===== src/e1nb_defs.svh =====
// Purpose: constants for the national-bit interrupt and signalling control block
// Assumes: byte-wide host port, page select presented beside the address
// Notes:   reset values of both control words are zero
`ifndef E1NB_DEFS_SVH
`define E1NB_DEFS_SVH

`define E1NB_PAGE            8'h01
`define E1NB_ADDR_MASK       5'h19
`define E1NB_ADDR_CTRL       5'h1A
`define E1NB_MASK_RST        8'h00
`define E1NB_CTRL_RST        8'h00
`define E1NB_MASK_USED       8'h7F
`define E1NB_VECTOR          8'h02
`define E1NB_VECTOR_IDLE     8'h00
`define E1NB_PRBS_MAX        8'hFF
`define E1NB_PRBS_ZERO       8'h00
`define E1NB_SAME_RUN        4'h8
`define E1NB_SIG_PAD         4'h0
`define E1NB_TX_CHAN_TICKS   16
`define E1NB_RX_CHAN_TICKS   8

`endif


===== src/e1nb_pkg.sv =====
// Purpose: shared types of the national-bit interrupt and signalling control block
// Assumes: field order of each struct matches the register bit order, MSB first
// Notes:   none
`default_nettype none
package e1nb_pkg;

	typedef struct packed {
		logic unused;
		logic prbs_overflow_irq_en;
		logic prbs_error_irq_en;
		logic national_nibble_change_irq_en;
		logic national_bit_change_irq_en;
		logic eight_same_nibble_irq_en;
		logic nibble6_change_irq_en;
		logic bit5_change_irq_en;
	} e1nb_mask_type;

	typedef struct packed {
		logic serial_out_enable;
		logic irq_suspend;
		logic irq_ack_toggle;
		logic tx_common_chan_sig;
		logic reg_sourced_signalling;
		logic counters_clear;
		logic sig_nibble_upper;
		logic ccs_64k_mode;
	} e1nb_ctrl_type;

	typedef struct packed {
		logic nib_chg;
		logic bit_chg;
		logic eight_same;
		logic nib6_chg;
		logic bit5_chg;
	} e1nb_sa_evt_type;

endpackage
`default_nettype wire


===== src/e1nb_sa_watch.sv =====
// Purpose: change and repeat detection on received national-use bits
// Assumes: strobes are one-cycle pulses; nibble n sits at bits 4n+3..4n, n=0 is Sa5
// Notes:   first sample after reset only primes the history
`default_nettype none
`include "e1nb_defs.svh"
module e1nb_sa_watch (
	input  wire logic                  clk,          // System clock
	input  wire logic                  rst,          // Sync reset
	input  wire logic                  bit_valid,    // New Sa bits
	input  wire logic [3:0]            sa_bits,      // Sa8..Sa5
	input  wire logic                  nib_valid,    // New Sa nibbles
	input  wire logic [15:0]           sa_nibbles,   // Sa8..Sa5 nibbles
	output e1nb_pkg::e1nb_sa_evt_type  evt           // Event pulses
);
	logic [3:0]  bits_q;
	logic [15:0] nibs_q;
	logic        bit_primed_q;
	logic        nib_primed_q;
	logic [3:0]  run_q;
	logic [3:0]  nib_diff;
	logic        same6;

	genvar g;
	generate
		for (g = 0; g < 4; g++) begin : g_nib
			assign nib_diff[g] = nibs_q[4*g +: 4] != sa_nibbles[4*g +: 4];
		end
	endgenerate
	assign same6 = !nib_diff[1];

	always_ff @(posedge clk) begin
		if (rst) begin
			bits_q       <= 4'h0;
			nibs_q       <= 16'h0000;
			bit_primed_q <= 1'b0;
			nib_primed_q <= 1'b0;
			run_q        <= 4'h0;
		end else begin
			if (bit_valid) begin
				bits_q       <= sa_bits;
				bit_primed_q <= 1'b1;
			end
			if (nib_valid) begin
				nibs_q       <= sa_nibbles;
				nib_primed_q <= 1'b1;
				// Saturate so the run fires once only
				if (!nib_primed_q || !same6)
					run_q <= 4'h1;
				else if (run_q != `E1NB_SAME_RUN)
					run_q <= run_q + 4'h1;
			end
		end
	end

	assign evt.bit_chg    = bit_valid && bit_primed_q && (bits_q != sa_bits);
	assign evt.bit5_chg   = bit_valid && bit_primed_q && (bits_q[0] != sa_bits[0]);
	assign evt.nib_chg    = nib_valid && nib_primed_q && (|nib_diff);
	assign evt.nib6_chg   = nib_valid && nib_primed_q && nib_diff[1];
	assign evt.eight_same = nib_valid && nib_primed_q && same6
		&& (run_q == `E1NB_SAME_RUN - 4'h1);
endmodule
`default_nettype wire


===== src/e1nb_ccs_clk.sv =====
// Purpose: 64 kHz common channel clock aligned to channel boundaries
// Assumes: tick_en pulses once per bit-clock period, frame marks tick 0 of channel 0
// Notes:   clock is high for channels 2,3 of every group of four
`default_nettype none
module e1nb_ccs_clk #(
	parameter int CHAN_TICKS = 16                 // Ticks per channel
) (
	input  wire logic clk,                        // System clock
	input  wire logic rst,                        // Sync reset
	input  wire logic tick_en,                    // Bit-rate enable
	input  wire logic frame,                      // Frame start
	output logic      ccs_clk,                    // 64 kHz level
	output logic      rise                        // Rising edge pulse
);
	localparam int HW = $clog2(CHAN_TICKS) + 2;
	logic [HW-1:0] cnt_q;
	logic [HW-1:0] cnt_d;

	assign cnt_d   = frame ? '0 : cnt_q + 1'b1;
	assign ccs_clk = cnt_q[HW-1];
	assign rise    = tick_en && (cnt_d == {1'b1, {(HW-1){1'b0}}});

	always_ff @(posedge clk) begin
		if (rst)
			cnt_q <= '0;
		else if (tick_en)
			cnt_q <= cnt_d;
	end
endmodule
`default_nettype wire


===== src/e1nb_ctrl.sv =====
// Purpose: national-bit interrupt mask and interrupt/signalling control words
// Assumes: host port inputs are synchronous; one write per strobe assertion
// Notes:   irq and serial outputs are split into value and drive enable
`default_nettype none
`include "e1nb_defs.svh"
module e1nb_ctrl (
	input  wire logic        clk,                     // 125 MHz clock
	input  wire logic        rst,                     // Sync reset, high
	input  wire logic        cs_n,                    // Chip select
	input  wire logic        rd_n,                    // Read strobe
	input  wire logic        wr_n,                    // Write strobe
	input  wire logic [7:0]  page,                    // Register page
	input  wire logic [4:0]  addr,                    // Register address
	input  wire logic [7:0]  wdata,                   // Write data
	output logic      [7:0]  rdata,                   // Read data
	output logic             rdata_oe,                // Read data drive
	input  wire logic [7:0]  prbs_err_cnt,            // PRBS error counter
	input  wire logic        prbs_err_pulse,          // PRBS bit error
	input  wire logic        sa_bit_valid,            // New Sa bits
	input  wire logic [3:0]  sa_bits,                 // Sa8..Sa5
	input  wire logic        sa_nib_valid,            // New Sa nibbles
	input  wire logic [15:0] sa_nibbles,              // Sa8..Sa5 nibbles
	input  wire logic        bp_clk_en,               // Backplane 4 MHz tick
	input  wire logic        bp_frame,                // Backplane frame start
	input  wire logic        rx_line_clk_en,          // Recovered clock tick
	input  wire logic        rx_frame,                // Receive frame start
	input  wire logic        tx_data_bit,             // Data stream bit
	input  wire logic        tx_sig_bit,              // CAS stream bit
	input  wire logic        serial_sig_in,           // Signalling input
	input  wire logic [7:0]  sig_slot_byte,           // Input slot byte
	input  wire logic        sig_slot_valid,          // Slot byte strobe
	input  wire logic [3:0]  reg_cas_nibble,          // Register CAS bits
	input  wire logic        data_out_alarm_tristate, // Data alarm gate
	input  wire logic        sig_out_alarm_tristate,  // Sig alarm gate
	input  wire logic        rx_los,                  // Loss of signal
	input  wire logic        rx_lofs,                 // Loss of frame sync
	input  wire logic        rx_locrc,                // Loss of CRC-4 sync
	input  wire logic        rx_ais,                  // Received AIS
	input  wire logic        rx_lomf,                 // Loss of multiframe
	input  wire logic        rx_ais16,                // Received AIS16
	output logic             serial_data_out,         // Data output value
	output logic             serial_data_oe,          // Data output drive
	output logic             serial_sig_out,          // Sig output value
	output logic             serial_sig_oe,           // Sig output drive
	output logic             irq_n,                   // Interrupt, low
	output logic             irq_oe,                  // Interrupt drive
	output logic      [7:0]  irq_vector,              // Pending vector
	output logic             tx_common_chan_sig,      // Tx CCS mode
	output logic             counters_clear,          // Hold counters zero
	output logic      [3:0]  tx_cas_nibble,           // Tx CAS nibble
	output logic      [3:0]  rx_cas_nibble,           // Stream CAS nibble
	output logic             ccs_tx_clk,              // Internal 64k clock
	output logic             rx_ccs_clk_out           // Rx 64k clock pin
);

	e1nb_pkg::e1nb_mask_type   mask_q;
	e1nb_pkg::e1nb_ctrl_type   ctrl_q;
	e1nb_pkg::e1nb_ctrl_type   ctrl_w;
	e1nb_pkg::e1nb_sa_evt_type sa_evt;

	logic       wr_prev_q;
	logic [7:0] prbs_prev_q;
	logic       pend_q;
	logic       ccs_bit_q;
	logic       tx_ccs_clk_w;
	logic       tx_ccs_rise;
	logic       rx_ccs_clk_w;
	logic [15:0] nib_seen_q;
	logic        nib_seen_ok_q;

	// Host port decode
	wire        page_hit   = page == `E1NB_PAGE;
	wire        wr_act     = !cs_n && !wr_n;
	wire        wr_stb     = wr_act && !wr_prev_q;
	wire        hit_mask   = page_hit && addr == `E1NB_ADDR_MASK;
	wire        hit_ctrl   = page_hit && addr == `E1NB_ADDR_CTRL;
	wire        wr_mask    = wr_stb && hit_mask;
	wire        wr_ctrl    = wr_stb && hit_ctrl;
	wire        rd_act     = !cs_n && !rd_n && (hit_mask || hit_ctrl);
	wire  [7:0] rd_mux     = hit_mask ? mask_q : hit_ctrl ? ctrl_q : 8'h00;
	assign ctrl_w = wdata;

	// Interrupt sources
	wire prbs_wrap  = prbs_prev_q == `E1NB_PRBS_MAX && prbs_err_cnt == `E1NB_PRBS_ZERO;
	wire src_prbs_overflow_irq_en  = mask_q.prbs_overflow_irq_en && prbs_wrap;
	wire src_prbs_error_irq_en  = mask_q.prbs_error_irq_en && prbs_err_pulse;
	wire src_nib    = mask_q.national_nibble_change_irq_en && sa_evt.nib_chg;
	wire src_bit    = mask_q.national_bit_change_irq_en && sa_evt.bit_chg;
	wire src_same   = mask_q.eight_same_nibble_irq_en && sa_evt.eight_same;
	wire src_nib6   = mask_q.nibble6_change_irq_en && sa_evt.nib6_chg;
	wire src_bit5   = mask_q.bit5_change_irq_en && sa_evt.bit5_chg;
	wire any_src    = src_prbs_overflow_irq_en || src_prbs_error_irq_en || src_nib || src_bit
		|| src_same || src_nib6 || src_bit5;
	// Suspended sources are dropped, not deferred
	wire irq_set    = any_src && !ctrl_q.irq_suspend;
	wire ack_evt    = wr_ctrl && ctrl_w.irq_ack_toggle != ctrl_q.irq_ack_toggle;
	// A source in the acknowledge cycle survives it
	wire pend_d     = irq_set ? 1'b1 : ack_evt ? 1'b0 : pend_q;

	// Serial output gating
	wire data_alarm = rx_los || rx_lofs || rx_locrc || rx_ais;
	wire sig_alarm  = rx_lomf || rx_ais16;
	wire data_oe_d  = ctrl_q.serial_out_enable
		&& !(data_out_alarm_tristate && data_alarm);
	wire sig_oe_d   = ctrl_q.serial_out_enable
		&& !(sig_out_alarm_tristate && sig_alarm);
	wire sig_out_d  = ctrl_q.ccs_64k_mode ? ccs_bit_q : tx_sig_bit;

	// Signalling nibble placement and source
	wire [3:0] slot_nib = ctrl_q.sig_nibble_upper ? sig_slot_byte[7:4]
		: sig_slot_byte[3:0];
	wire [3:0] cas_d    = ctrl_q.reg_sourced_signalling ? reg_cas_nibble
		: rx_cas_nibble;

	e1nb_sa_watch u_sa (
		.clk        (clk),
		.rst        (rst),
		.bit_valid  (sa_bit_valid),
		.sa_bits    (sa_bits),
		.nib_valid  (sa_nib_valid),
		.sa_nibbles (sa_nibbles),
		.evt        (sa_evt)
	);

	e1nb_ccs_clk #(.CHAN_TICKS(`E1NB_TX_CHAN_TICKS)) u_tx_ccs (
		.clk     (clk),
		.rst     (rst),
		.tick_en (bp_clk_en),
		.frame   (bp_frame),
		.ccs_clk (tx_ccs_clk_w),
		.rise    (tx_ccs_rise)
	);

	// Receive side counts recovered line ticks, not backplane ticks
	e1nb_ccs_clk #(.CHAN_TICKS(`E1NB_RX_CHAN_TICKS)) u_rx_ccs (
		.clk     (clk),
		.rst     (rst),
		.tick_en (rx_line_clk_en),
		.frame   (rx_frame),
		.ccs_clk (rx_ccs_clk_w),
		.rise    ()
	);

	always_ff @(posedge clk) begin
		if (rst) begin
			mask_q    <= `E1NB_MASK_RST;
			ctrl_q    <= `E1NB_CTRL_RST;
			wr_prev_q <= 1'b0;
		end else begin
			wr_prev_q <= wr_act;
			if (wr_mask)
				mask_q <= wdata & `E1NB_MASK_USED;
			if (wr_ctrl)
				ctrl_q <= ctrl_w;
		end
	end

	always_ff @(posedge clk) begin
		if (rst) begin
			rdata    <= 8'h00;
			rdata_oe <= 1'b0;
		end else begin
			rdata    <= rd_act ? rd_mux : 8'h00;
			rdata_oe <= rd_act;
		end
	end

	always_ff @(posedge clk) begin
		if (rst) begin
			prbs_prev_q <= `E1NB_PRBS_ZERO;
			pend_q      <= 1'b0;
			irq_n       <= 1'b1;
			irq_oe      <= 1'b0;
			irq_vector  <= `E1NB_VECTOR_IDLE;
		end else begin
			prbs_prev_q <= prbs_err_cnt;
			pend_q      <= pend_d;
			irq_n       <= !pend_d;
			irq_oe      <= !ctrl_q.irq_suspend;
			irq_vector  <= pend_d ? `E1NB_VECTOR : `E1NB_VECTOR_IDLE;
		end
	end

	always_ff @(posedge clk) begin
		if (rst) begin
			ccs_bit_q <= 1'b0;
		end else if (ctrl_q.ccs_64k_mode && tx_ccs_rise) begin
			ccs_bit_q <= serial_sig_in;
		end
	end

	always_ff @(posedge clk) begin
		if (rst) begin
			serial_data_out    <= 1'b0;
			serial_data_oe     <= 1'b0;
			serial_sig_out     <= 1'b0;
			serial_sig_oe      <= 1'b0;
			tx_common_chan_sig <= 1'b0;
			counters_clear     <= 1'b0;
			tx_cas_nibble      <= `E1NB_SIG_PAD;
			rx_cas_nibble      <= `E1NB_SIG_PAD;
			ccs_tx_clk         <= 1'b0;
			rx_ccs_clk_out     <= 1'b0;
		end else begin
			serial_data_out    <= tx_data_bit;
			serial_data_oe     <= data_oe_d;
			serial_sig_out     <= sig_out_d;
			serial_sig_oe      <= sig_oe_d;
			tx_common_chan_sig <= ctrl_q.tx_common_chan_sig;
			counters_clear     <= ctrl_q.counters_clear;
			tx_cas_nibble      <= cas_d;
			if (sig_slot_valid)
				rx_cas_nibble <= slot_nib;
			ccs_tx_clk         <= ctrl_q.ccs_64k_mode && tx_ccs_clk_w;
			rx_ccs_clk_out     <= ctrl_q.ccs_64k_mode && rx_ccs_clk_w;
		end
	end

	// Own Sa history so the nibble check does not lean on the watcher
	always_ff @(posedge clk) begin
		if (rst) begin
			nib_seen_q    <= '0;
			nib_seen_ok_q <= 1'b0;
		end else if (sa_nib_valid) begin
			nib_seen_q    <= sa_nibbles;
			nib_seen_ok_q <= 1'b1;
		end
	end
endmodule
`default_nettype wire


===== config.mk =====
export PLATFORM = sky130hd
export DESIGN_NAME = e1nb_ctrl
export DESIGN_NICKNAME = d
export VERILOG_FILES = /design/src/e1nb_pkg.sv /design/src/e1nb_sa_watch.sv /design/src/e1nb_ccs_clk.sv /design/src/e1nb_ctrl.sv
export VERILOG_INCLUDE_DIRS = /design/src
export SDC_FILE = /design/constraint.sdc
export NUM_CORES = 1
export LEC_CHECK = 0
export BUFFER_PORTS_ARGS = -buffer_cell sky130_fd_sc_hd__buf_2
export CORE_MARGIN = 8
export CORE_UTILIZATION = 35
export DETAILED_ROUTE_END_ITERATION = 12
export PLACE_DENSITY_LB_ADDON = 0.2
export SYNTH_ARGS = -nofsm -noshare
export SYNTH_HDL_FRONTEND = slang
export SYNTH_SLANG_ARGS = --single-unit

===== constraint.sdc =====
create_clock -name clk -period 1.67 [get_ports clk]
set_input_delay 0.0835 -clock clk [delete_from_list [all_inputs] [get_ports clk]]
set_output_delay 0.0835 -clock clk [all_outputs]
set_load 0.02 [all_outputs]

==> reports/metrics.yaml, run 1 <==
placed_design:
  hpwl_microns: 7040
  placedInstanceArea_sq_um: 4480
  place.port_buffers: 112
  place_congestion: 0.752
  dp_slack_ns: -0.0878
sta:
  setup_viol: 0
  skew_ns: 0.00825
  rsz0062_at_grt: "false"
  tightest_slew_ns: 0.491
  layout_setup_ws_ns: 0.112
  timing.setup.tns_ns: 0
  slew_viol_final: 0
  period_needed_ns: 1.56
  slew_headroom: 0.670
  hold_viol_final: 0
  whs_ns: 0.0116
  max_freq_mhz: 642
  fin_crit_sh: 0.933
floorplan:
  die_w_microns: 120
  die_h_microns: 120
  core_sq_um: 10700
  core.rowCount: 38
  start_util: 0.353
  die_area_sq_um: 14300
  pin_count: 120
synth:
  ys_warn_count: 0
  synthTopCellsByArea: "dfxtp_1, mux2i_1, nor2_1"
  ys_ff_latch: 90
  yosysTopAreaCell: "dfxtp_1"
  synth-simple-area-share: 0.228
  ys_seq_area_frac: 0.479
  synth_top_family_by_area: "simple AND/OR/NAND/NOR gates"
  yosysMostFrequentCell: "dfxtp_1"
  netlist-cell-type-count: 42
  synthCells: 403
  syn-cell-area_sq_um: 3760
  synthXorXnorAreaFrac: 0.0629
  yosys-top-cells-count: "dfxtp_1, nor2_1, mux2i_1"
  synth_flop_cell: "dfxtp_1"
  synth_compound_area_frac: 0.0845
  synthArstFlopShare: 0
  synth_edf_count: 0
  synth_fa_ha_area_frac: 0.0133
  synthMuxAreaShare: 0.0879
  synth_top_area_share: 0.479
  syn_avg_cell_area_sq_um: 9.33
cts:
  cts_inserted_buffers: 9
  clock_path_buffers: 2
  root_buffer: "clkbuf_8"
  cts_setup_buffers: 0
  htree_levels: 3
  cts_tree: "built"
  clk_latency_ns: 0.35
  clk_pin_slew_ns: 0.09
  clock-sinks: 90
worst_setup_path:
  worstPathCellList: "dlygate4sd3_1 > buf_2 > or4_1 > nor4_1 > nand2_1 > nand4_2 > o21ai_1"
  crit_fanout: 2
  max_stage_delay_ns: 0.53
  cp_slowest_cell: "dlygate4sd3_1"
  cp.depth: 7
  required_ns: 1.90
  critPathTopFamily: "simple AND/OR/NAND/NOR gates"
  arrival_ns: 1.79
  startpoint_type: "input pin"
  critPathKind: "in2reg"
  cp_num_buf_inv: 2
  worstRegToRegCells: 5
  r2r_slack_ns: 0.16
  critPathCaptureType: "flop"
layout:
  layout.nets: 649
  drive_gt1_frac: 0.274
  post-route-cell-area_sq_um: 5190
  multi_input_area_sq_um: 1860
  diodes: 0
  fin_util: 0.487
  synthToLayoutAreaGrowth_pct: 38.0
  nFillCells: 1033
  ff_latch_area_sq_um: 1800
power_and_ir_drop:
  vdd_drop_max_mv: 0.587
  p_leak_nw: 2.20
  pwr_density_cell_nw_per_um2: 876
min_path:
  min_path_cells: 3
  hp-class: "in2reg"
detailed_routing:
  drt-total-wl_microns: 9420
  drcViolationCount: 0
  wl_per_cell_microns: 13.4
  first_pass_iters: 4
  vias: 3307
  vias_per_cell: 4.69
  drtAntennaViolNets: 0
  drtIter0Drc: 119
flow_run:
  maxCapViolations: 0
global_route:
  grt_pass1_vias: 3332
  grtUsageTotal: 0.131
  grt_pass1_wl_microns: 15600
  antenna_found_initial: 0
  grt_max_degree: 48
  overflow: 0
outcome:
  status: "completed"
## final timing paths
| path | to | startpoint |
|---|---|---|
| worst max-delay path | irq_n | prbs_err_cnt[1] |
| worst min-delay path | u_sa.bits_q[1] | sa_bits[1] |
| worst max register to register | irq_n | u_sa.nibs_q[7] |
| worst min register to register | u_sa.bit_primed_q | u_sa.bit_primed_q |
## state kept, by name, indices dropped and copies added (netlist names), 4 cells and up
name / cells
u_rx_ccs.cnt_q: 5
u_sa.nibs_q: 16
tx_cas_nibble: 4
u_sa.run_q: 4
u_tx_ccs.cnt_q: 6
rdata: 8
mask_q: 7
rx_cas_nibble: 4
u_sa.bits_q: 4
ctrl_q: 8
prbs_prev_q: 8
## layer usage
metal  routed length (microns)  track usage  vias up
met4                       143       0.0515        0
met1                      4060        0.152     1506
met3                       698       0.0404       11
li1                          -            -     1693
met2                      4520        0.221       97
met5                         0            0        -
## report_power, final
group / internal (mW) / leakage [nW] / switching [mW]
clock network: 1.01 / 0.120 / 0.796
logic: 0.261 / 1.34 / 0.234
registers: 2.21 / 0.736 / 0.0356
total: 3.48 / 2.20 / 1.06
## worst register-to-register path: stages, from the launching register on
cell     delay, ns
dfxtp_1       0.36
xnor2_1       0.12
nand4_1       0.18
or4_4         0.47
a31oi_4       0.16
o21ai_1       0.11
## cells in the final DEF, fill, tap and decap left out, types with 2 or more instances in the layout
cell           synthesis  final
o21ai_0                6      6
nor2_1                57     57
o31ai_1                2      2
nand4_1                8      8
conb_1                 1      7
clkbuf_8               0      9
a21oi_1               21     21
inv_6                  0      2
bufinv_16              0      3
nand3b_1               4      4
nand2_1               26     26
nand2b_1               9      9
nand4b_1               2      2
ha_1                   4      3
mux2i_1               33     33
buf_4                  9     13
or4b_4                 2      2
a211oi_1               5      5
inv_1                  7      7
o21ai_1                2      2
nor2b_1               11     11
nor3_1                 6      5
xor2_1                11     11
nand3_1               17     17
a22oi_1               10     10
and3_1                 3      3
dfxtp_1               90     89
buf_2                  1    112
dlygate4sd3_1          0     42
nor4_4                 2      2
and3b_1                4      4
xnor2_1               16     16
nor4_1                 4      3
## stage by stage
stage / power, mW / instances
after floorplan: 2.54 / 409
after global placement: 2.70 / 647
after detailed placement: 2.71 / 647
after CTS: 4.60 / 705
after global routing: 4.76 / 705
final: 4.54 / 705
## cell type report
type	count	share of cell area
repair buffers	167	0.208
clock inverters	7	0.0239
flip-flops and latches	90	0.348
clock buffers	9	0.0239
well taps	140	0.0338
multi-input cells	285	0.358
inverters	7	0.00507
## kinds of logic after synthesis
| logic type | count (synthesis) |
|---|---|
| simple gates | 162 |
| flops | 90 |
| compound gates | 52 |
| buf+inv | 34 |
| mux | 33 |
| xor+xnor | 27 |
| fa+ha+maj | 4 |
| other cells | 1 |
## what timing repair did
action | CTS | global route
setup endpoints to repair | 1 | 3
hold endpoints to repair | 46 | 0
gates resized for setup | 1 | 6
hold buffers | 42 | 0
pin swaps | 0 | 2
No activity file was read; power rests on OpenSTA's default activity.
==> run 2: changes to the inputs <==
CORE_UTILIZATION = 46   (was 35)
==> reports/metrics.yaml, run 2 (synthesized netlist as in run 1, its figures left out) <==
worst_setup_path:
  critPathKind: "reg2reg"  # was in2reg
  r2r_slack_ns: 0.09  # was 0.16 ns
  r2r-end: "ccs_bit_q"  # was irq_n
  required_ns: 1.96  # was 1.90 ns
  critPathCaptureType: "flop"  # unchanged
  worstPathCellList: "ha_2 > nand3_1 > nor4b_1 > a31oi_1 > nor4_2 > mux2i_1"  # was dlygate4sd3_1 > buf_2 > or4_1 > nor4_1 > nand2_1 > nand4_2 > o21ai_1
  worstReg2RegStart: "u_tx_ccs.cnt_q[0]"  # was u_sa.nibs_q[7]
  cp_slowest_cell: "dfxtp_1"  # was dlygate4sd3_1
  critPathCapture: "ccs_bit_q"  # was irq_n
  crit_fanout: 5  # was 2
  arrival_ns: 1.87  # was 1.79 ns
  cp-startpoint: "u_tx_ccs.cnt_q[0]"  # was prbs_err_cnt[1]
  max_stage_delay_ns: 0.42  # was 0.53 ns
  startpoint_type: "flop"  # was input pin
  worstRegToRegCells: 6  # was 5
layout:
  layout_common_cells: "buf_2, dfxtp_1, nor2_1"  # unchanged
  layout.nets: 645  # was 649
  largest_reg_flops: 16  # unchanged
  fin_util: 0.633  # was 0.487
  final_common_cell: "buf_2"  # unchanged
  drive_gt1_frac: 0.269  # was 0.274
  synthToLayoutAreaGrowth_pct: 35.6  # was 38.0%
  post-route-cell-area_sq_um: 5100  # was 5190 sq um
  top_register: "u_sa.nibs_q"  # unchanged
global_route:
  met3_usage: 0.0544  # was 0.0404
  grt_max_degree: 79  # was 48
  grt_pass1_vias: 3321  # was 3332
  use_met2: 0.268  # was 0.221
  met1_usage: 0.188  # was 0.152
  grtUsageTotal: 0.162  # was 0.131
  overflow: 0  # unchanged
  grt_pass1_wl_microns: 15200  # was 15600 microns
  busiest_layer: "met2"  # unchanged
  antenna_found_initial: 0  # unchanged
cts:
  htree_levels: 3  # unchanged
  clock_path_buffers: 2  # unchanged
  clk_latency_ns: 0.36  # was 0.35 ns
  cts_inserted_buffers: 9  # unchanged
  clk_pin_slew_ns: 0.09  # about the same
  root_buffer: "clkbuf_8"  # unchanged
  cts_tree: "built"  # unchanged
  clock-sinks: 90  # unchanged
  cts_setup_buffers: 0  # unchanged
floorplan:
  die_area_sq_um: 11300  # was 14300 sq um
  pin_count: 120  # unchanged
  start_util: 0.467  # was 0.353
  die_w_microns: 106  # was 120 microns
  core.rowCount: 33  # was 38
  core_sq_um: 8050  # was 10700 sq um
  die_h_microns: 106  # was 120 microns
detailed_routing:
  drtAntennaViolNets: 0  # unchanged
  vias_per_cell: 5.00  # was 4.69
  drcViolationCount: 0  # unchanged
  wl_per_cell_microns: 13.6  # was 13.4 microns
  drtIter0Drc: 148  # was 119
  drt-total-wl_microns: 9070  # was 9420 microns
  vias: 3337  # was 3307
  first_pass_iters: 4  # unchanged
placed_design:
  hpwl_microns: 6620  # was 7040 microns
  placedInstanceArea_sq_um: 4450  # was 4480 sq um
  place.port_buffers: 112  # unchanged
  place_congestion: 0.792  # was 0.752
sta:
  max_freq_mhz: 633  # was 642 MHz
  period_needed_ns: 1.58  # was 1.56 ns
  setup_viol: 0  # unchanged
  slew_viol_final: 0  # unchanged
  fin_crit_sh: 0.946  # was 0.933
  skew_ns: 0.0122  # was 0.00825 ns
  rsz0062_at_grt: "false"  # unchanged
  hold_viol_final: 0  # unchanged
outcome:
  status: "completed"  # unchanged
min_path:
  hp-class: "in2reg"  # unchanged
  min_from: "sa_nibbles[15]"  # was sa_bits[1]
power_and_ir_drop:
  vdd_drop_max_mv: 0.507  # was 0.587 mV
  pwr_density_cell_nw_per_um2: 888  # was 876 nW/um^2
  p_leak_nw: 2.19  # was 2.20 nW
flow_run:
  maxCapViolations: 0  # unchanged
==> run 2: worst min path at each step <==
stage	to	cells past startpoint
after global routing	u_sa.nibs_q[4]	3
final	u_sa.nibs_q[15]	3
after floorplan	wr_prev_q	1
after global placement	wr_prev_q	2
after detailed placement	wr_prev_q	2
after CTS	u_sa.nibs_q[9]	3
==> run 2: critical path: cells and delay by family, from the launching register on <==
kind / cells / cell delay, ns
compound gates: 1 / 0.09
simple gates: 3 / 0.57
fa+ha+maj: 1 / 0.24
mux: 1 / 0.20
flops: 1 / 0.42
==> run 2: power breakdown <==
| group | switching [mW] | internal [mW] |
|---|---|---|
| Combinational | 0.230 | 0.257 |
| Sequential | 0.0370 | 2.21 |
| Clock | 0.786 | 1.01 |
| Total | 1.05 | 3.47 |
==> run 2: timing repair <==
action	in CTS	in global routing
gates resized for setup	0	3
hold endpoints to repair	43	0
hold buffers	39	0
endpoints found under the setup margin	0	3
==> run 2: layer usage <==
layer | part of all wire | up-vias | wire [microns]
li1 | - | 1683 | -
met1 | 0.41 | 1542 | 3750
met2 | 0.49 | 98 | 4490
met3 | 0.072 | 14 | 654
met4 | 0.019 | 0 | 170
met5 | 0 | - | 0
==> run 2: final cells by class <==
cell class / count / area [sq um]
inverter: 7 / 26.3
timing repair buffer: 163 / 1050
multi-input combinational: 285 / 1840
fill: 695 / 2950
tap: 105 / 131
clock buffer: 9 / 124
antenna: 1 / 2.50
clock inverter: 7 / 121
sequential: 90 / 1800
==> run 2: metrics by stage <==
| stage | setup TNS [ns] | cells | power, mW | hold slack (ns) | setup slack [ns] |
|---|---|---|---|---|---|
| 6_report | 0 | 667 | 4.53 | 0.0103 | 0.0906 |
| 5_1_grt | 0 | 666 | 4.72 | 0.0145 | 0.00963 |
| 4_1_cts | 0 | 666 | 4.57 | 0.00104 | 0.0296 |
| 3_5_place_dp | -1.39 | 611 | 2.71 | 0.278 | -0.101 |
| 3_3_place_gp | -0.688 | 611 | 2.70 | 0.278 | -0.0533 |
| 2_1_floorplan | -0.0162 | 409 | 2.54 | 0.160 | -0.0162 |
